$ cat src/rtl/timer_cc_params.svh
/*
   Offsets, field positions, reset values and counts of the two-channel
   capture/compare/PWM timer. Included by every design file that needs them.
*/
`ifndef TIMER_CC_PARAMS_SVH
`define TIMER_CC_PARAMS_SVH

`define OFF_TIMER_SC   8'h00
`define OFF_COUNT      8'h04
`define OFF_MODULO     8'h08
`define OFF_CH0_SC     8'h10
`define OFF_CH0_HI     8'h14
`define OFF_CH0_LO     8'h18
`define OFF_CH1_SC     8'h1c
`define OFF_CH1_HI     8'h20
`define OFF_CH1_LO     8'h24
`define OFF_PIN_STATUS 8'h28

`define SC_FLAG        7
`define SC_IRQ_EN      6
`define SC_BUF_SEL     5
`define SC_MODE_A      4
`define SC_ELS_HI      3
`define SC_ELS_LO      2
`define SC_TOGGLE_WRAP 1
`define SC_FULL_DUTY   0

`define TS_WRAP_FLAG   7
`define TS_HALT        5
`define TS_CNT_RESET   4
`define TS_PS_HI       2
`define TS_PS_LO       0

`define RST_HALT       1'b1
`define RST_PRESCALE   3'h0
`define RST_MODULO     16'hffff
`define PS_UNUSED      3'h7
`define PRESCALE_BITS  6

`endif

$ cat src/rtl/timer_cc_pkg.sv
/*
   Types shared by the timer design files.
   Assumes nothing of its surroundings.
*/
package timer_cc_pkg;

   typedef enum logic [1:0] {
      MODE_PRESET   = 2'b00,
      MODE_CAPTURE  = 2'b01,
      MODE_COMPARE  = 2'b10,
      MODE_BUFFERED = 2'b11
   } chan_mode_t;

   typedef enum logic [1:0] {
      BUS_IDLE      = 2'b00,
      BUS_WRITE     = 2'b01,
      BUS_READ_WAIT = 2'b10,
      BUS_READ_DATA = 2'b11
   } bus_state_t;

endpackage

$ cat src/rtl/timer_cc_top.sv
/*
   Two-channel capture/compare/PWM timer with an AHB-Lite register slave.
   Assumes a single AHB-Lite master on hclk, whole-word single transfers,
   and channel pins that arrive asynchronously.
*/
// Behaviour
// A selected capture edge on the pin sets the channel event flag.
// In compare mode a counter match with the channel value sets the flag.
// Flag clears by status read with flag set then writing zero; new event wins.
// Writing one to the flag does nothing; reset clears flag and control bits.
// Interrupt request is asserted only while enable and flag are both set; chan_irq is registered and follows them one hclk later.
// Channel 0 buffered select disables channel 1 control and releases its pin.
// With edge bits nonzero and unbuffered, mode A picks capture or compare.
// With edge bits zero, mode A picks the preset level: one low, zero high.
// Edge bits zero leave the pin to the port; enabled modes show preset.
// Capture edge settings 01, 10, 11 select rising, falling, either edge.
// Unbuffered compare settings 00..11 keep, toggle, clear, set the pin.
// Buffered compare settings 01, 10, 11 toggle, clear, set regardless of A.
// Toggle-on-wrap flips a compare pin on overflow; capture ignores it.
// With toggle-on-wrap, overflow action beats a coincident compare action.
// Full-duty with wrap toggle and clear mode holds output high from next period.
// For zero duty software selects clear mode with wrap toggle and full-duty off.
// Channel value holds capture or compare value; reset leaves it undefined.
// Reading the high byte in capture mode blocks captures until low byte read.
// Writing the high byte in compare mode blocks matches until low byte written.
// Software should halt and clear the counter before changing mode bits.
// The capture pin should be stable two bus clocks before capture is enabled.
// Counter reaching modulo sets the wrap flag and restarts from zero next tick.
// While the counter is halted captures are inhibited.
// A debug break stops the counter and inhibits captures.
// Matches, wraps and edges are evaluated on the timer clock; pin is registered.
`timescale 1ns/100ps
`include "timer_cc_params.svh"

module timer_cc_top (
   // Clock and reset
   input  wire logic        hclk,
   input  wire logic        hresetn,
   // AHB-Lite slave
   input  wire logic        hsel,
   input  wire logic [31:0] haddr,
   input  wire logic [1:0]  htrans,
   input  wire logic        hwrite,
   input  wire logic [2:0]  hsize,
   input  wire logic [31:0] hwdata,
   input  wire logic        hready,
   output logic             hreadyout,
   output logic [31:0]      hrdata,
   output logic             hresp,
   // System
   input  wire logic        debug_break,
   output logic [1:0]       chan_irq,
   // Channel pins
   input  wire logic [1:0]  channel_pin_in,
   output logic [1:0]       channel_pin_out,
   output logic [1:0]       channel_pin_oe
);

   // Bus state.
   timer_cc_pkg::bus_state_t bus_state;
   timer_cc_pkg::bus_state_t next_bus_state;
   logic [7:0]  addr_q;
   logic [7:0]  next_addr_q;
   logic [31:0] next_hrdata;
   logic        next_hreadyout;
   logic        accept;
   logic        wr_en;
   logic        rd_en;
   logic [31:0] rd_word;

   // Timer control state.
   logic        wrap_flag;
   logic        wrap_armed;
   logic        halt;
   logic [2:0]  prescale;
   logic [15:0] modulo;
   logic        next_wrap_flag;
   logic        next_wrap_armed;
   logic        next_halt;
   logic [2:0]  next_prescale;
   logic [15:0] next_modulo;
   logic        cnt_clear;
   logic        next_cnt_clear;

   // Channel state.
   logic [1:0]  flag;
   logic [1:0]  armed;
   logic [1:0]  irq_en;
   logic        buf_sel;
   logic [1:0]  mode_a;
   logic [1:0]  els_hi;
   logic [1:0]  els_lo;
   logic [1:0]  tow;
   logic [1:0]  fdf;
   logic [1:0]  rlock;
   logic [1:0]  wlock;
   logic        buf_phase;
   logic [1:0]  next_flag;
   logic [1:0]  next_armed;
   logic [1:0]  next_irq_en;
   logic        next_buf_sel;
   logic [1:0]  next_mode_a;
   logic [1:0]  next_els_hi;
   logic [1:0]  next_els_lo;
   logic [1:0]  next_tow;
   logic [1:0]  next_fdf;
   logic [1:0]  next_rlock;
   logic [1:0]  next_wlock;
   logic        next_buf_phase;
   logic [15:0] value [2];
   logic [15:0] next_value [2];

   // Counter and channel wiring.
   logic [15:0] count;
   logic        step;
   logic        overflow;
   logic [1:0]  pin_meta;
   logic [1:0]  pin_sync;
   logic [1:0]  cap_pulse;
   logic [1:0]  cmp_pulse;
   logic [15:0] cap_word [2];
   logic [15:0] cmp_value [2];
   logic [1:0]  is_capture;
   logic [1:0]  is_output;
   logic [1:0]  chan_off;
   logic [7:0]  sc_read [2];
   logic [1:0]  cap_allow;

   always_comb begin
      accept  = hsel && hready && htrans[1];
      wr_en   = (bus_state == timer_cc_pkg::BUS_WRITE);
      rd_en   = (bus_state == timer_cc_pkg::BUS_READ_WAIT);
      overflow = step && (count == modulo);
      // Channel 1 control is dead while channel 0 runs buffered.
      chan_off = {buf_sel, 1'b0};
      for (int i = 0; i < 2; i++) begin
         is_capture[i] = !chan_off[i] && !(i == 0 && buf_sel) && !mode_a[i] &&
                         (els_hi[i] || els_lo[i]);
         is_output[i]  = !chan_off[i] && (els_hi[i] || els_lo[i]) &&
                         (mode_a[i] || (i == 0 && buf_sel));
         cap_allow[i]  = !rlock[i] && !halt && !debug_break;
         sc_read[i]    = chan_off[i] ? 8'h00 :
                         {flag[i], irq_en[i], (i == 0) ? buf_sel : 1'b0, mode_a[i],
                          els_hi[i], els_lo[i], tow[i], fdf[i]};
      end
      // In buffered mode channel 0 alternates between both value registers.
      cmp_value[0] = (buf_sel && buf_phase) ? value[1] : value[0];
      cmp_value[1] = value[1];
   end

   // Read multiplexer.
   always_comb begin
      case (addr_q)
         `OFF_TIMER_SC:   rd_word = {24'h000000, wrap_flag, 1'b0, halt, 1'b0, 1'b0, prescale};
         `OFF_COUNT:      rd_word = {16'h0000, count};
         `OFF_MODULO:     rd_word = {16'h0000, modulo};
         `OFF_CH0_SC:     rd_word = {24'h000000, sc_read[0]};
         `OFF_CH0_HI:     rd_word = {24'h000000, value[0][15:8]};
         `OFF_CH0_LO:     rd_word = {24'h000000, value[0][7:0]};
         `OFF_CH1_SC:     rd_word = {24'h000000, sc_read[1]};
         `OFF_CH1_HI:     rd_word = {24'h000000, value[1][15:8]};
         `OFF_CH1_LO:     rd_word = {24'h000000, value[1][7:0]};
         `OFF_PIN_STATUS: rd_word = {26'h0000000, channel_pin_oe, pin_sync, channel_pin_out};
         default:         rd_word = 32'h00000000;
      endcase
   end

   // Bus sequencing: writes take no wait state, reads take one.
   always_comb begin
      next_bus_state = bus_state;
      next_addr_q    = addr_q;
      next_hrdata    = hrdata;
      next_hreadyout = 1'b1;
      case (bus_state)
         timer_cc_pkg::BUS_READ_WAIT: begin
            next_hrdata    = rd_word;
            next_bus_state = timer_cc_pkg::BUS_READ_DATA;
         end
         default: begin
            if (accept) begin
               next_addr_q = haddr[7:0];
               if (hwrite) begin
                  next_bus_state = timer_cc_pkg::BUS_WRITE;
               end else begin
                  next_bus_state = timer_cc_pkg::BUS_READ_WAIT;
                  next_hreadyout = 1'b0;
               end
            end else begin
               next_bus_state = timer_cc_pkg::BUS_IDLE;
            end
         end
      endcase
   end

   always_ff @(posedge hclk or negedge hresetn) begin
      if (!hresetn) begin
         bus_state <= timer_cc_pkg::BUS_IDLE;
         addr_q    <= 8'h00;
         hrdata    <= 32'h00000000;
         hreadyout <= 1'b1;
         hresp     <= 1'b0;
      end else begin
         bus_state <= next_bus_state;
         addr_q    <= next_addr_q;
         hrdata    <= next_hrdata;
         hreadyout <= next_hreadyout;
         hresp     <= 1'b0;
      end
   end

   // Timer control register.
   always_comb begin
      next_wrap_flag  = wrap_flag;
      next_wrap_armed = wrap_armed;
      next_halt       = halt;
      next_prescale   = prescale;
      next_modulo     = modulo;
      next_cnt_clear  = 1'b0;
      if (rd_en && addr_q == `OFF_TIMER_SC) begin
         next_wrap_armed = wrap_flag;
      end
      if (wr_en && addr_q == `OFF_TIMER_SC) begin
         next_halt      = hwdata[`TS_HALT];
         next_prescale  = hwdata[`TS_PS_HI:`TS_PS_LO];
         next_cnt_clear = hwdata[`TS_CNT_RESET];
         if (wrap_armed && !hwdata[`TS_WRAP_FLAG]) begin
            next_wrap_flag = 1'b0;
         end
         next_wrap_armed = 1'b0;
      end
      if (wr_en && addr_q == `OFF_MODULO) begin
         next_modulo = hwdata[15:0];
      end
      // A wrap in the clearing cycle keeps the flag set.
      if (overflow) begin
         next_wrap_flag  = 1'b1;
         next_wrap_armed = 1'b0;
      end
   end

   always_ff @(posedge hclk or negedge hresetn) begin
      if (!hresetn) begin
         wrap_flag  <= 1'b0;
         wrap_armed <= 1'b0;
         halt       <= `RST_HALT;
         prescale   <= `RST_PRESCALE;
         modulo     <= `RST_MODULO;
         cnt_clear  <= 1'b0;
      end else begin
         wrap_flag  <= next_wrap_flag;
         wrap_armed <= next_wrap_armed;
         halt       <= next_halt;
         prescale   <= next_prescale;
         modulo     <= next_modulo;
         cnt_clear  <= next_cnt_clear;
      end
   end

   // Channel control and status.
   always_comb begin
      next_flag      = flag;
      next_armed     = armed;
      next_irq_en    = irq_en;
      next_buf_sel   = buf_sel;
      next_mode_a    = mode_a;
      next_els_hi    = els_hi;
      next_els_lo    = els_lo;
      next_tow       = tow;
      next_fdf       = fdf;
      next_rlock     = rlock;
      next_wlock     = wlock;
      next_buf_phase = buf_sel ? (buf_phase ^ overflow) : 1'b0;
      for (int i = 0; i < 2; i++) begin
         if (rd_en && !chan_off[i] && addr_q == ((i == 0) ? `OFF_CH0_SC : `OFF_CH1_SC)) begin
            next_armed[i] = flag[i];
         end
         if (rd_en && is_capture[i] && addr_q == ((i == 0) ? `OFF_CH0_HI : `OFF_CH1_HI)) begin
            next_rlock[i] = 1'b1;
         end
         if (rd_en && addr_q == ((i == 0) ? `OFF_CH0_LO : `OFF_CH1_LO)) begin
            next_rlock[i] = 1'b0;
         end
         if (wr_en && !is_capture[i] && addr_q == ((i == 0) ? `OFF_CH0_HI : `OFF_CH1_HI)) begin
            next_wlock[i] = 1'b1;
         end
         if (wr_en && addr_q == ((i == 0) ? `OFF_CH0_LO : `OFF_CH1_LO)) begin
            next_wlock[i] = 1'b0;
         end
         if (wr_en && !chan_off[i] && addr_q == ((i == 0) ? `OFF_CH0_SC : `OFF_CH1_SC)) begin
            next_irq_en[i] = hwdata[`SC_IRQ_EN];
            next_mode_a[i] = hwdata[`SC_MODE_A];
            next_els_hi[i] = hwdata[`SC_ELS_HI];
            next_els_lo[i] = hwdata[`SC_ELS_LO];
            next_tow[i]    = hwdata[`SC_TOGGLE_WRAP];
            next_fdf[i]    = hwdata[`SC_FULL_DUTY];
            if (i == 0) begin
               next_buf_sel = hwdata[`SC_BUF_SEL];
            end
            // Writing one to the flag is ignored.
            if (armed[i] && !hwdata[`SC_FLAG]) begin
               next_flag[i] = 1'b0;
            end
            next_armed[i] = 1'b0;
         end
         // An event in the clearing cycle wins over the clear.
         if (cap_pulse[i] || cmp_pulse[i]) begin
            next_flag[i]  = 1'b1;
            next_armed[i] = 1'b0;
         end
      end
   end

   always_ff @(posedge hclk or negedge hresetn) begin
      if (!hresetn) begin
         flag      <= 2'b00;
         armed     <= 2'b00;
         irq_en    <= 2'b00;
         buf_sel   <= 1'b0;
         mode_a    <= 2'b00;
         els_hi    <= 2'b00;
         els_lo    <= 2'b00;
         tow       <= 2'b00;
         fdf       <= 2'b00;
         rlock     <= 2'b00;
         wlock     <= 2'b00;
         buf_phase <= 1'b0;
         chan_irq  <= 2'b00;
      end else begin
         flag      <= next_flag;
         armed     <= next_armed;
         irq_en    <= next_irq_en;
         buf_sel   <= next_buf_sel;
         mode_a    <= next_mode_a;
         els_hi    <= next_els_hi;
         els_lo    <= next_els_lo;
         tow       <= next_tow;
         fdf       <= next_fdf;
         rlock     <= next_rlock;
         wlock     <= next_wlock;
         buf_phase <= next_buf_phase;
         chan_irq  <= irq_en & flag;
      end
   end

   // Channel values carry no reset: their content after reset is undefined.
   always_comb begin
      for (int i = 0; i < 2; i++) begin
         next_value[i] = value[i];
         if (wr_en && addr_q == ((i == 0) ? `OFF_CH0_HI : `OFF_CH1_HI)) begin
            next_value[i][15:8] = hwdata[7:0];
         end
         if (wr_en && addr_q == ((i == 0) ? `OFF_CH0_LO : `OFF_CH1_LO)) begin
            next_value[i][7:0] = hwdata[7:0];
         end
         if (cap_pulse[i]) begin
            next_value[i] = cap_word[i];
         end
      end
   end

   always_ff @(posedge hclk) begin
      value <= next_value;
   end

   // Pins are asynchronous, so each passes two flip-flops.
   always_ff @(posedge hclk or negedge hresetn) begin
      if (!hresetn) begin
         pin_meta <= 2'b00;
         pin_sync <= 2'b00;
      end else begin
         pin_meta <= channel_pin_in;
         pin_sync <= pin_meta;
      end
   end

   timer_counter u_counter (
      .hclk          (hclk),
      .hresetn       (hresetn),
      .prescale_sel  (prescale),
      .counter_halt  (halt),
      .debug_break   (debug_break),
      .counter_clear (cnt_clear),
      .modulo        (modulo),
      .count         (count),
      .step          (step)
   );

   for (genvar g = 0; g < 2; g++) begin : g_chan
      timer_channel u_chan (
         .hclk            (hclk),
         .hresetn         (hresetn),
         .disabled        (chan_off[g]),
         .buffered        ((g == 0) ? buf_sel : 1'b0),
         .mode_a          (mode_a[g]),
         .els             ({els_hi[g], els_lo[g]}),
         .toggle_on_wrap  (tow[g]),
         .full_duty_force (fdf[g]),
         .step            (step),
         .overflow        (overflow),
         .count           (count),
         .cmp_value       (cmp_value[g]),
         .capture_allow   (cap_allow[g]),
         .compare_allow   (!wlock[g] && is_output[g]),
         .pin_level       (pin_sync[g]),
         .pin_out         (channel_pin_out[g]),
         .pin_oe          (channel_pin_oe[g]),
         .capture_pulse   (cap_pulse[g]),
         .compare_pulse   (cmp_pulse[g]),
         .capture_word    (cap_word[g])
      );
   end

endmodule

$ cat src/rtl/timer_channel.sv
/*
   One capture/compare/PWM channel: edge detection, compare match and the
   registered pin driver. Assumes the pin level is already synchronised.
*/
`timescale 1ns/100ps

module timer_channel (
   // Clock and reset
   input  wire logic        hclk,
   input  wire logic        hresetn,
   // Configuration
   input  wire logic        disabled,
   input  wire logic        buffered,
   input  wire logic        mode_a,
   input  wire logic [1:0]  els,
   input  wire logic        toggle_on_wrap,
   input  wire logic        full_duty_force,
   // Counter
   input  wire logic        step,
   input  wire logic        overflow,
   input  wire logic [15:0] count,
   input  wire logic [15:0] cmp_value,
   input  wire logic        capture_allow,
   input  wire logic        compare_allow,
   // Pin
   input  wire logic        pin_level,
   output logic             pin_out,
   output logic             pin_oe,
   // Events
   output logic             capture_pulse,
   output logic             compare_pulse,
   output logic [15:0]      capture_word
);

   timer_cc_pkg::chan_mode_t mode;
   logic        prev_level;
   logic        full_latched;
   logic        next_out;
   logic        next_full;
   logic        cap_hit;
   logic        match;
   logic        wrap_act;
   logic        outputs;

   always_comb begin
      if (disabled || els == 2'b00) begin
         mode = timer_cc_pkg::MODE_PRESET;
      end else if (buffered) begin
         mode = timer_cc_pkg::MODE_BUFFERED;
      end else if (mode_a) begin
         mode = timer_cc_pkg::MODE_COMPARE;
      end else begin
         mode = timer_cc_pkg::MODE_CAPTURE;
      end
      outputs  = (mode == timer_cc_pkg::MODE_COMPARE) || (mode == timer_cc_pkg::MODE_BUFFERED);
      cap_hit  = (mode == timer_cc_pkg::MODE_CAPTURE) && capture_allow &&
                 ((els[0] && pin_level && !prev_level) ||
                  (els[1] && !pin_level && prev_level));
      match    = outputs && step && (count == cmp_value) && compare_allow;
      wrap_act = outputs && toggle_on_wrap && overflow;
      next_full = overflow ? full_duty_force : full_latched;
      next_out  = pin_out;
      case (mode)
         timer_cc_pkg::MODE_PRESET: begin
            next_out = !mode_a;
         end
         timer_cc_pkg::MODE_CAPTURE: begin
            next_out = pin_out;
         end
         default: begin
            if (wrap_act) begin
               // Overflow wins over a coincident match.
               if (els == 2'b10 && full_duty_force) begin
                  next_out = 1'b1;
               end else begin
                  next_out = !pin_out;
               end
            end else if (match && !(els == 2'b10 && full_latched && toggle_on_wrap)) begin
               case (els)
                  2'b01:   next_out = !pin_out;
                  2'b10:   next_out = 1'b0;
                  2'b11:   next_out = 1'b1;
                  default: next_out = pin_out;
               endcase
            end
         end
      endcase
   end

   always_ff @(posedge hclk or negedge hresetn) begin
      if (!hresetn) begin
         prev_level    <= 1'b0;
         full_latched  <= 1'b0;
         pin_out       <= 1'b1;
         pin_oe        <= 1'b0;
         capture_pulse <= 1'b0;
         compare_pulse <= 1'b0;
         capture_word  <= 16'h0000;
      end else begin
         prev_level    <= pin_level;
         full_latched  <= next_full;
         pin_out       <= next_out;
         pin_oe        <= outputs;
         capture_pulse <= cap_hit;
         compare_pulse <= match;
         capture_word  <= cap_hit ? count : capture_word;
      end
   end

endmodule

$ cat src/rtl/timer_counter.sv
/*
   Prescaler and 16-bit modulo up-counter.
   Assumes all controls come from logic on hclk.
*/
`timescale 1ns/100ps
`include "timer_cc_params.svh"

module timer_counter (
   // Clock and reset
   input  wire logic        hclk,
   input  wire logic        hresetn,
   // Control
   input  wire logic [2:0]  prescale_sel,
   input  wire logic        counter_halt,
   input  wire logic        debug_break,
   input  wire logic        counter_clear,
   input  wire logic [15:0] modulo,
   // State
   output logic      [15:0] count,
   output logic             step
);

   logic [`PRESCALE_BITS-1:0] pdiv;
   logic [`PRESCALE_BITS-1:0] next_pdiv;
   logic [`PRESCALE_BITS-1:0] mask;
   logic [`PRESCALE_BITS:0]   one_hot;
   logic [15:0]               next_count;
   logic                      next_step;
   logic                      run;
   logic                      tick;

   always_comb begin
      run        = !counter_halt && !debug_break;
      one_hot    = (`PRESCALE_BITS+1)'(1) << prescale_sel;
      mask       = one_hot[`PRESCALE_BITS-1:0] - `PRESCALE_BITS'(1);
      tick       = run && (prescale_sel != `PS_UNUSED) && ((pdiv & mask) == mask);
      next_pdiv  = pdiv;
      next_count = count;
      if (counter_clear) begin
         next_pdiv  = '0;
         next_count = '0;
      end else begin
         if (run) begin
            next_pdiv = pdiv + `PRESCALE_BITS'(1);
         end
         if (tick) begin
            next_count = (count == modulo) ? 16'h0000 : count + 16'h0001;
         end
      end
      next_step = tick && !counter_clear;
   end

   always_ff @(posedge hclk or negedge hresetn) begin
      if (!hresetn) begin
         pdiv  <= '0;
         count <= 16'h0000;
         step  <= 1'b0;
      end else begin
         pdiv  <= next_pdiv;
         count <= next_count;
         step  <= next_step;
      end
   end

endmodule

$ cat config.mk
export PLATFORM = sky130hd
export DESIGN_NAME = timer_cc_top
export DESIGN_NICKNAME = d
export VERILOG_FILES = /design/src/rtl/timer_cc_pkg.sv /design/src/rtl/timer_cc_top.sv /design/src/rtl/timer_channel.sv /design/src/rtl/timer_counter.sv
export VERILOG_INCLUDE_DIRS = /design/src /design/src/rtl
export SDC_FILE = /design/constraint.sdc
export NUM_CORES = 1
export LEC_CHECK = 0
export BUFFER_PORTS_ARGS = -buffer_cell sky130_fd_sc_hd__buf_2
export CORE_UTILIZATION = 45
export CTS_CLUSTER_DIAMETER = 120
export DETAILED_ROUTE_END_ITERATION = 8
export PLACE_DENSITY = 0.75
export SLEW_MARGIN = 30
export SYNTH_ARGS = -nofsm -noshare
export SYNTH_HDL_FRONTEND = slang
export SYNTH_SLANG_ARGS = --single-unit
$ cat constraint.sdc
create_clock -name hclk -period 2.9 [get_ports hclk]
set_clock_uncertainty 0.05 [all_clocks]
set_input_delay 0.145 -clock hclk [delete_from_list [all_inputs] [get_ports hclk]]
set_output_delay 0.145 -clock hclk [all_outputs]
set_load 0.005 [all_outputs]
# Word-level counts from Yosys, hierarchy flattened

Cells that the tools add are included.

Add/sub/neg operators: 3
Eq/ne operators: 28
Shift-type cells: 1
Muxes and demuxes: 63
Bitwise gates (word level): 6
Reduce and logical (&&, ||, !) cells: 142

Operators by type and width:

| operator                                            | count |
|---|---|
| case mux 16 bit (10 select lines)                   | 1 |
| two-way mux 16 bit                                  | 6 |
| logical AND 1 bit                                   | 77 |
| equality test 16 bit                                | 3 |
| two-way mux 8 bit                                   | 5 |
| two-way mux 1 bit                                   | 37 |
| equality test 8 x 5 -> 1 bit, second input constant | 4 |
| nonzero test 2 bit                                  | 16 |
| equality test 8 x 6 -> 1 bit, second input constant | 3 |
| logical NOT 1 bit                                   | 21 |
| equality test 2 bit, second input constant          | 9 |
| adder 16 x 1 -> 16 bit, second input constant       | 1 |
| two-way mux 2 bit                                   | 8 |
| nonzero test 3 bit                                  | 5 |
| two-way mux 6 bit                                   | 2 |
| equality test 2 x 1 -> 1 bit, second input constant | 5 |
| logical OR 1 bit                                    | 10 |
| nonzero test 5 bit                                  | 2 |
| equality test 8 x 3 -> 1 bit, second input constant | 1 |
| equality test 8 x 4 -> 1 bit, second input constant | 1 |
| logical NOT 2 bit                                   | 4 |
| logical NOT 8 bit                                   | 1 |
| AND reduction 2 bit                                 | 4 |
| adder 6 x 1 -> 6 bit, second input constant         | 1 |
| 11 further kinds                                    | 16 |

Bits in registers: 193
Input bits: 77
Output and inout bits: 40

# Logic depth before layout (Yosys ltp)

Gate-level depths: netlist of the first run.

Depth after elaboration: 12
Mapped depth: 13
Gate-level depth less buffers: 10

# By module

Synthesis of the first run repeated with hierarchy kept, for this count alone.

Cells, all modules: 888
Area total of the unflattened synthesis: 9,591.7 um2

Modules (own cells, without submodules):

| module        | instances | cells each | area an instance (um2) | seq. area each (um2) |
|---|---|---|---|---|
| timer_cc_top  | 1         | 549        | 5,860.6                | 2,935.3 |
| timer_channel | 2         | 92         | 1,123.6                | 551.8 |
| timer_counter | 1         | 155        | 1,483.9                | 575.6 |

# Worst setup path before layout of the first run

No wires, ideal clock.

Kind: reg-to-reg
Start point: reg prescale[2]
End point: reg u_counter.count[6]
Arrival time: 2.541 ns
Required time: 2.746 ns
Setup slack: 0.206 ns
Stages on the path, launching flop included: 11
Clock period less this slack: 2.694 ns
Cells stage by stage: dfrtp_1 -> buf_2 -> nor3_1 -> inv_1 -> ha_1 -> mux2_4 -> a221o_1 -> or4_4 -> buf_6 -> buf_6 -> o41ai_2

Longest elaborated chain between the ends: 6

RTL lines:

| item                                    | RTL line            | source |
|---|---|---|
| from (decl)                             | timer_cc_top.sv:75  | `logic [2:0] prescale;` |
| from (signal assigned)                  | timer_cc_top.sv:246 | `` prescale <= `RST_PRESCALE; `` |
| from (signal assigned)                  | timer_cc_top.sv:253 | `prescale <= next_prescale;` |
| << shifter 1 x 3 -> 6 bit               | timer_counter.sv:34 | `` one_hot = (`PRESCALE_BITS+1)'(1) << prescale_sel; `` |
| subtractor 6 x 1 -> 6 bit               | timer_counter.sv:35 | `` mask = one_hot[`PRESCALE_BITS-1:0] - `PRESCALE_BITS'(1); `` |
| AND 6 bit                               | timer_counter.sv:36 | `` tick = run && (prescale_sel != `PS_UNUSED) && ((pdiv & mask) == mask); `` |
| equality test 6 bit                     | timer_counter.sv:36 |  |
| logical AND 1 bit (*)                   | timer_counter.sv:36 |  |
| nonzero test 2 bit (no source line) (*) | -                   |  |
| to (signal assigned)                    | timer_counter.sv:60 | `count <= next_count;` |
| to (decl)                               | timer_counter.sv:19 | `output logic [15:0] count,` |

Mark *: on every way between the ends. The rest lies on a longest branch, timed or not.
A chain may end at the register's enable or synchronous reset.

# Worst setup path in the final report of the first run

Start point: reg prescale[2]
End point: reg u_counter.count[3]

The elaborated chain is that of the path after synthesis.

==> results of run 1 <==
final cells by class:
| type | count | area (sq um) |
|---|---|---|
| fill | 1677 | 8982 |
| tap | 265 | 331.6 |
| clock buffer | 19 | 442.9 |
| clock inverter | 13 | 146.4 |
| multi-input combinational | 597 | 4019 |
| timing repair buffer | 126 | 888.4 |
| sequential | 177 | 4614 |
| inverter | 27 | 101.3 |
metal layers:
layer | global-route usage [%] | vias to the layer above
met5 | 0 | -
met3 | 4.998 | 72
li1 | - | 3192
met2 | 41.90 | 367
met4 | 13.61 | 0
met1 | 34.70 | 3494
critical path: cells and delay by family, from the launching register on:
family                   cells  cell delay, ns
flip-flops                   1            0.39
adder cells (fa/ha/maj)      1            0.20
multiplexers                 1            0.27
AO/OA/AOI/OAI                2            0.48
AND/OR/NAND/NOR              4            1.16
buffers and inverters        1            0.17
sequential cells by signal, indices dropped and copies added, names as in the netlist, 3 cells and up:
register and cells:
prescale 3, u_counter.pdiv 6, g_chan.u_chan.capture_word 32, hrdata 16
value 16, cmp_value 16, u_counter.count 16, addr_q 8
modulo 16
kinds of logic (layout without fill, tap and decap cells):
group | Yosys count | count (layout)
other | 1 | 17
AO/OA/AOI/OAI | 151 | 151
multiplexers | 90 | 90
buffers and inverters | 97 | 185
flip-flops | 177 | 177
adder cells (fa/ha/maj) | 3 | 3
XOR/XNOR | 43 | 43
AND/OR/NAND/NOR | 291 | 293
through the flow:
step | setup TNS [ns] | cell area [sq um] | worst slack [ns]
floorplan | 0 | 9072 | 0.2057
global placement | 0 | 9666 | 0.1337
detailed placement | 0 | 9669 | 0.1033
CTS | 0 | 10490 | 0.09024
global route | -0.001845 | 10540 | -0.001845
finish | 0 | 10540 | 0.1014
cell usage in the layout, fill, tap and decap left out, types with 4 or more instances in the layout:
| master | n |
|---|---|
| dfrtp_1 | 125 |
| nand2_1 | 122 |
| mux2_2 | 78 |
| buf_2 | 54 |
| buf_4 | 47 |
| nor2_1 | 45 |
| o21ai_0 | 36 |
| edfxtp_1 | 32 |
| nand2b_1 | 28 |
| inv_1 | 27 |
| xnor2_1 | 24 |
| dlygate4sd3_1 | 23 |
| dfstp_2 | 20 |
| xor2_1 | 19 |
| a21oi_1 | 18 |
| conb_1 | 17 |
| clkbuf_16 | 17 |
| a221oi_1 | 14 |
| nor3_1 | 12 |
| nor2b_1 | 12 |
| nand3_1 | 11 |
| and3_1 | 11 |
| a31oi_1 | 11 |
| mux2i_1 | 10 |
| o21ai_1 | 9 |
| nand4_1 | 9 |
| nor4_1 | 8 |
| a222oi_1 | 8 |
| and2_1 | 7 |
| a22oi_1 | 7 |
| or3_1 | 6 |
| o22ai_1 | 6 |
| inv_6 | 5 |
| a21o_1 | 4 |
| a22o_1 | 4 |
final timing paths:
kind                                         start                        endpoint  slack (ns)  cells past startpoint
setup reg to reg           prescale[2]$_DFFE_PN0P_  u_counter.count[3]$_DFFE_PN0P_        0.10                      9
setup / recovery           prescale[2]$_DFFE_PN0P_  u_counter.count[3]$_DFFE_PN0P_        0.10                      9
hold / removal                           htrans[1]          bus_state[1]$_DFF_PN0_        0.01                      3
min in group asynchronous                  hresetn           hrdata[9]$_DFFE_PN0P_        0.31                      2
hold reg to reg              pin_meta[1]$_DFF_PN0_           pin_sync[1]$_DFF_PN0_        0.30                      0
max in group asynchronous                  hresetn           addr_q[6]$_DFFE_PN0P_        1.74                      3
repair_timing:
item                                    in CTS  in global routing
hold endpoints to repair                   108                  0
buffers inserted                             0                  1
endpoints found under the setup margin       0                 12
hold buffers                                23                  0
resized for setup                            0                  7
power groups by stage:
stage | Clock (mW) | Sequential (mW) | Combinational (mW)
floorplan | 0 | 3.35 | 1.31
global placement | 0 | 3.57 | 1.75
detailed placement | 0 | 3.59 | 1.80
CTS | 2.36 | 3.55 | 1.84
global route | 2.44 | 3.62 | 2.09
finish | 2.32 | 3.57 | 1.90
==> impl_results.md, run 1 <==
* Min Clock Period, post-route at 2.799 ns
* Top-count cell post-synth: dfrtp_1
* Worst slew pin tran at 0.8386 ns
* Worst-skew pair later-pin latency at between 0.4 and 0.5 ns
* Post-synthesis adder-cell area fraction at less than 1%
* Starting DRT DRC Count at 623
* Yosys reg bits at 177
* Post-synthesis mux area share at between 10 and 15%
* Internal at 5.237 mW
* Yosys warns at 0
* H-tree levels at 4
* Die span in y at 143.5 microns
* Max FO, Critical Path at 8
* Drt pass-1 iters at 6
* Met2 Wirelength at 12470 microns
* Worst relative slew slack at 44.09%
* Final hold viol count at 0
* Status: finished, final reports clean
* Top Metal Used: met4
* Largest net degree at the start of global routing at between 100 and 150
* Share of the synthesized area in the top cell type at between 30% and 40%
* Fraction of layout cells with a size suffix above 1 at 26.17%
* Switching pwr at 2.558 mW
* DRT met1 WL at 11090 microns
* WHS at 0.009985 ns
* DRC Markers at 0
* Final antenna-violating net count at 0
* Drt wl/cell at 21.81 microns
* Num CTS Buffers at 17
* Syn Area/Cell at ~11 sq um
* Vias in the first global route at a little under 7000
* Initial core utilization at a little under half
* Metal3 WL at between 2000 and 2500 microns
* # IOs at 117
* Largest family of logic cells by synthesized area: simple AND/OR/NAND/NOR gates
* Switching Fraction at 32.81%
* Commonest cells post-synth: 125 x dfrtp_1, 122 x nand2_1, 78 x mux2_2, 46 x nor2_1, 37 x o21ai_0
* Fin. max-slew vios at 0
* Asr flop ratio synth at just over 80%
* Placed Cells at 1166
* Fin crit share at 96.50%
* Nets at between 1000 and 1500
* CTS sink cnt at 177
* Die width at 143.5 microns
* Overall Power at 7.795 mW
* Yosys cell types at 72
* Crit-path max cell delay at 0.65 ns
* CTS tree: done
* Initial antenna violation count at 0
* Max-Cap Viols at 0
* Peak supply drop at 0.3122 mV
* Min-delay worst type: in2reg
* Worst-path clk slew at roughly 0.070 ns
* Most area-hungry cell type in the Yosys netlist: dfrtp_1
* CP required at 3.21 ns
* Synth Flop Type: dfrtp_1
* Leak Pwr at 4.582 nW
* Setup violations, final at 0
* Flop pwr share at 45.7%
* WL final at 26700 microns
* Gr ovfl total at 0
* Peak Freq at 0.3573 GHz
* Die area at between 0.02 and 0.025 sq mm
* Synth top area cells: dfrtp_1 35%, edfxtp_1 11%, mux2_2 9.7%
* Crit. End Element: flip-flop
* Clock share of power at a little under 30%
* Max clock buf depth at 2
* Vias after detailed routing at roughly 7100
* Core Rows at 51
* Post-Syn Instances at roughly 850
* HPWL Detailed at 18230 microns
* Post-synth EDFFs at 32
* Ant. Diodes at 0
* Area Growth Syn to Fin at 16.99%
* First-pass GRT wire length at 39590 microns
* Simple-gate share of the synthesized area at 15.85%
* CP startpoint kind: flip-flop
* Pwr Density at 739.3 mW/mm^2
* Critical path class: reg2reg
* Root buf cell: clkbuf_16
* Sequential area share after synthesis at 51.20%
* Synth Area in XOR/XNOR at around 4.2%
* Synthesized area at between 0.009 and 0.01 sq mm
* CP max-delay cell: or4_4
* Post-synthesis compound-gate area fraction at 11.68%
* PortBufs at 55
* Via density per instance at roughly 5.8
* Fin cells at roughly 1200
* Arrival time at the worst endpoint at approximately 3.1 ns
* Final core occ at 54.00%
* RD Place Congestion at 1.008
* All-Layer GR Usage at 26.50%
* Comb power frac at 24.4%
* Worst path cell trace: buf_4 -> nor2_1 -> nand2_1 -> ha_2 -> mux2_4 -> a221o_2 -> or4_4 -> or3_1 -> o221ai_1
* Core ar. at 0.01953 sq mm
Power figures use the tool's default switching activity.
==> inputs of run 2 (changes only) <==
Settings changed: ABC_AREA from default to 1, PLACE_DENSITY 0.75 to 0.73.
Clock period 2.9 ns to 3.4 ns, I/O delays scaled along.
==> run 2 against run 1 <==
Against the previous run:
- cell area is 0.45% lower
- clock power shrank 16%
- core utilization shrank 2.0 points
- register-to-register slack improved by 0.77 ns
- die area is 2.5% higher
- critical path depth unchanged
- synthesized area is 2.5% higher
- routed wire length up 9.0%
- cell count rose by 24%
- clock-buffer cell count is 2 lower
- critical endpoint is now u_counter.count[15]$_DFFE_PN0P_
- synthesized cell count increased by 36%
- fmax rose by 11%
==> impl_results.md, run 2 <==
* Status: finished, final reports clean
* Starting DRT DRC Count at 562
* Die width at ~150 microns
* CP required at 3.70 ns
* Max clock buf depth at 2
* Worst path cell trace: nor2_1 -> nand2_1 -> ha_1 -> o21ai_0 -> nor3_1 -> nand3_1 -> nand2_1 -> nand4_1 -> o21ai_0
* Post-Syn Instances at 1162
* H-tree levels at 4
* Drt pass-1 iters at 5
* Min Clock Period, post-route at approximately 2.5 ns
* Fin cells at 1515
* Via density per instance at 5.489
* Core Rows at 52
* Setup violations, final at 0
* Comb power frac at a little under a fifth
* Sequential area share after synthesis at 49.93%
* Die span in y at between 100 and 150 microns
* Min-delay worst type: in2reg
* Commonest cells post-synth: 371 x nand2_1, 125 x dfrtp_1, 109 x inv_1, 107 x o21ai_0, 83 x nor2_1
* # IOs at 117
* Switching pwr at 1.804 mW
* Flop-to-flop setup slack at 0.87 ns
* R2r startpoint: prescale[0]$_DFFE_PN0P_
* Initial antenna violation count at 0
* Pwr Density at 538.1 mW/mm^2
* Worst slew pin tran at 0.8661 ns
* Final instance area at 0.01050 sq mm
* Peak supply drop at 0.3155 mV
* Yosys cell types at 47
* Post-synth EDFFs at 32
* Asr flop ratio synth at 81.92%
* Root buf cell: clkbuf_16
* Internal at 3.844 mW
* Overall Power at 5.648 mW
* Setup_tns at 0 ns
* Worst relative slew slack at 42.04%
* Most frequent cells in the layout: 370 x nand2_1, 125 x dfrtp_1, 109 x inv_1, 107 x o21ai_0, 83 x nor2_1
* Fin crit share at 74.39%
* Peak Freq at 0.3954 GHz
* Crit-path max cell delay at 0.54 ns
* Top-count cell post-synth: nand2_1
* Largest net degree at the start of global routing at 85
* CTS resizes at 0
* CP max-delay cell: nand2_1
* Vias in the first global route at 7941
* Worst Setup SP: prescale[0]$_DFFE_PN0P_
* Die area at about 0.021 sq mm
* Number of flip-flops in the largest register at 32
* Synthesized area at 0.009241 sq mm
* Area Growth Syn to Fin at 13.58%
* Yosys reg bits at about 180
* R2R Path End: u_counter.count[15]$_DFFE_PN0P_
* Nets at about 1300
* Yosys warns at 0
* Core ar. at 0.02017 sq mm
* Arrival time at the worst endpoint at approximately 2.8 ns
* Worst-skew pair later-pin latency at 0.44 ns
* Leak Pwr at 5.102 nW
* HPWL Detailed at roughly 21000 microns
* PortBufs at between 50 and 60
* RD Place Congestion at 1.001
* Critical path class: reg2reg
* Switching Fraction at 31.93%
* First-pass GRT wire length at 44820 microns
* All-Layer GR Usage at 28.54%
* Flop pwr share at 47.2%
* Syn Area/Cell at 7.953 sq um
* Placed cell area at 0.009713 sq mm
* Initial core utilization at 45.82%
* Critical Path End: u_counter.count[15]$_DFFE_PN0P_
* Max-Cap Viols at 0
* Max FO, Critical Path at 18
* Ant. Diodes at 0
* Drt wl/cell at 19.21 microns
* Worst-path clk slew at 0.08 ns
* Fraction of layout cells with a size suffix above 1 at between 10% and 20%
* DRC Markers at 0
* Synth Flop Type: dfrtp_1
* CTS sink cnt at 177
* Num CTS Buffers at 17
* WHS at 0.01222 ns
* Clock share of power at approximately a third
* Final hold viol count at 0
* Fin. max-slew vios at 0
* CTS tree: done
* Reg2reg path depth at 9
* Synth top area cells: dfrtp_1 34%, nand2_1 15%, edfxtp_1 10%
* Largest Register: g_chan.u_chan.capture_word
* Commonest non-fill, non-tap cell in the layout: nand2_1
* Share of the synthesized area in the top cell type at roughly 34%
* Vias after detailed routing at 8316
* Crit. End Element: flip-flop
* CP startpoint kind: flip-flop
* WL final at 29110 microns
* RSZ-0062 raised after global routing: no
* Final antenna-violating net count at 0
* Most area-hungry cell type in the Yosys netlist: dfrtp_1
* Placed Cells at 1462
* Gr ovfl total at 0
## run 2: kinds of logic (layout without fill, tap and decap cells)
family | count (synthesis) | in the layout | synth area share [%]
AOI/OAI and AO/OA | 195 | 195 | 11.59
buffers and inverters | 187 | 254 | 8.868
and+or+nand+nor | 572 | 572 | 26.60
xor gates and xnor gates | 27 | 27 | 2.559
DFF | 177 | 177 | 49.93
adders and majority gates | 3 | 3 | 0.4062
other | 1 | 17 | 0.04058
## run 2: per-stage QoR
step / setup slack (ns) / util (%)
after floorplan: 1.347 / -
after global placement: 1.081 / 48.15
after detailed placement: 0.9616 / 48.16
after CTS: 0.9526 / 52.04
after global routing: 0.6649 / 52.04
final: 0.8709 / 52.04
## run 2: cell type report
cell class	count	area, sq um
Clock buffer	17	425.4
Clock inverter	15	147.6
Fill cell	1967	9673
Inverter	133	499.2
Multi-Input combinational cell	814	3870
Sequential cell	177	4614
Tap cell	270	337.8
Timing Repair Buffer	89	601.8
## run 2: layer usage
layer  GRT usage [%]  vias up  wire length (microns)
met4           13.63        0                   1205
li1                -     3880                      -
met2           44.30      380                  13090
met5               0        -                      0
met1           37.58     3984                  12030
met3           7.013       72                   2788
## run 2: worst min-delay path by stage
stage / start / endpoint / cells past startpoint
global placement: channel_pin_in[0] / pin_meta[0]$_DFF_PN0_ / 1
global route: hwdata[0] / value[16]$_DFFE_PP_ / 3
detailed placement: channel_pin_in[1] / pin_meta[1]$_DFF_PN0_ / 1
CTS: hready / bus_state[0]$_DFF_PN0_ / 3
finish: hready / bus_state[0]$_DFF_PN0_ / 3
floorplan: hresetn / addr_q[0]$_DFFE_PN0P_ / 0
## run 2: power by group through the flow
stage	sequential [mW]	clock [mW]	combinational, mW
after floorplan	2.64	0	0.677
after global placement	2.69	0	0.973
after global routing	2.70	2.06	1.15
after detailed placement	2.70	0	0.998
final	2.67	1.96	1.03
after CTS	2.66	1.98	1.02
## run 2: timing repair
item | 4_1_cts | 5_1_grt
endpoints found under the hold margin | 94 | 0
hold buffers | 21 | 0
setup buffers | 0 | 0
## run 2: critical path, delay by kind of cell, from the launching register on
family                   cells  cell delay, ns
AND/OR/NAND/NOR              6            1.45
flip-flops                   1            0.47
adder cells (fa/ha/maj)      1            0.29
AO/OA/AOI/OAI                2            0.18
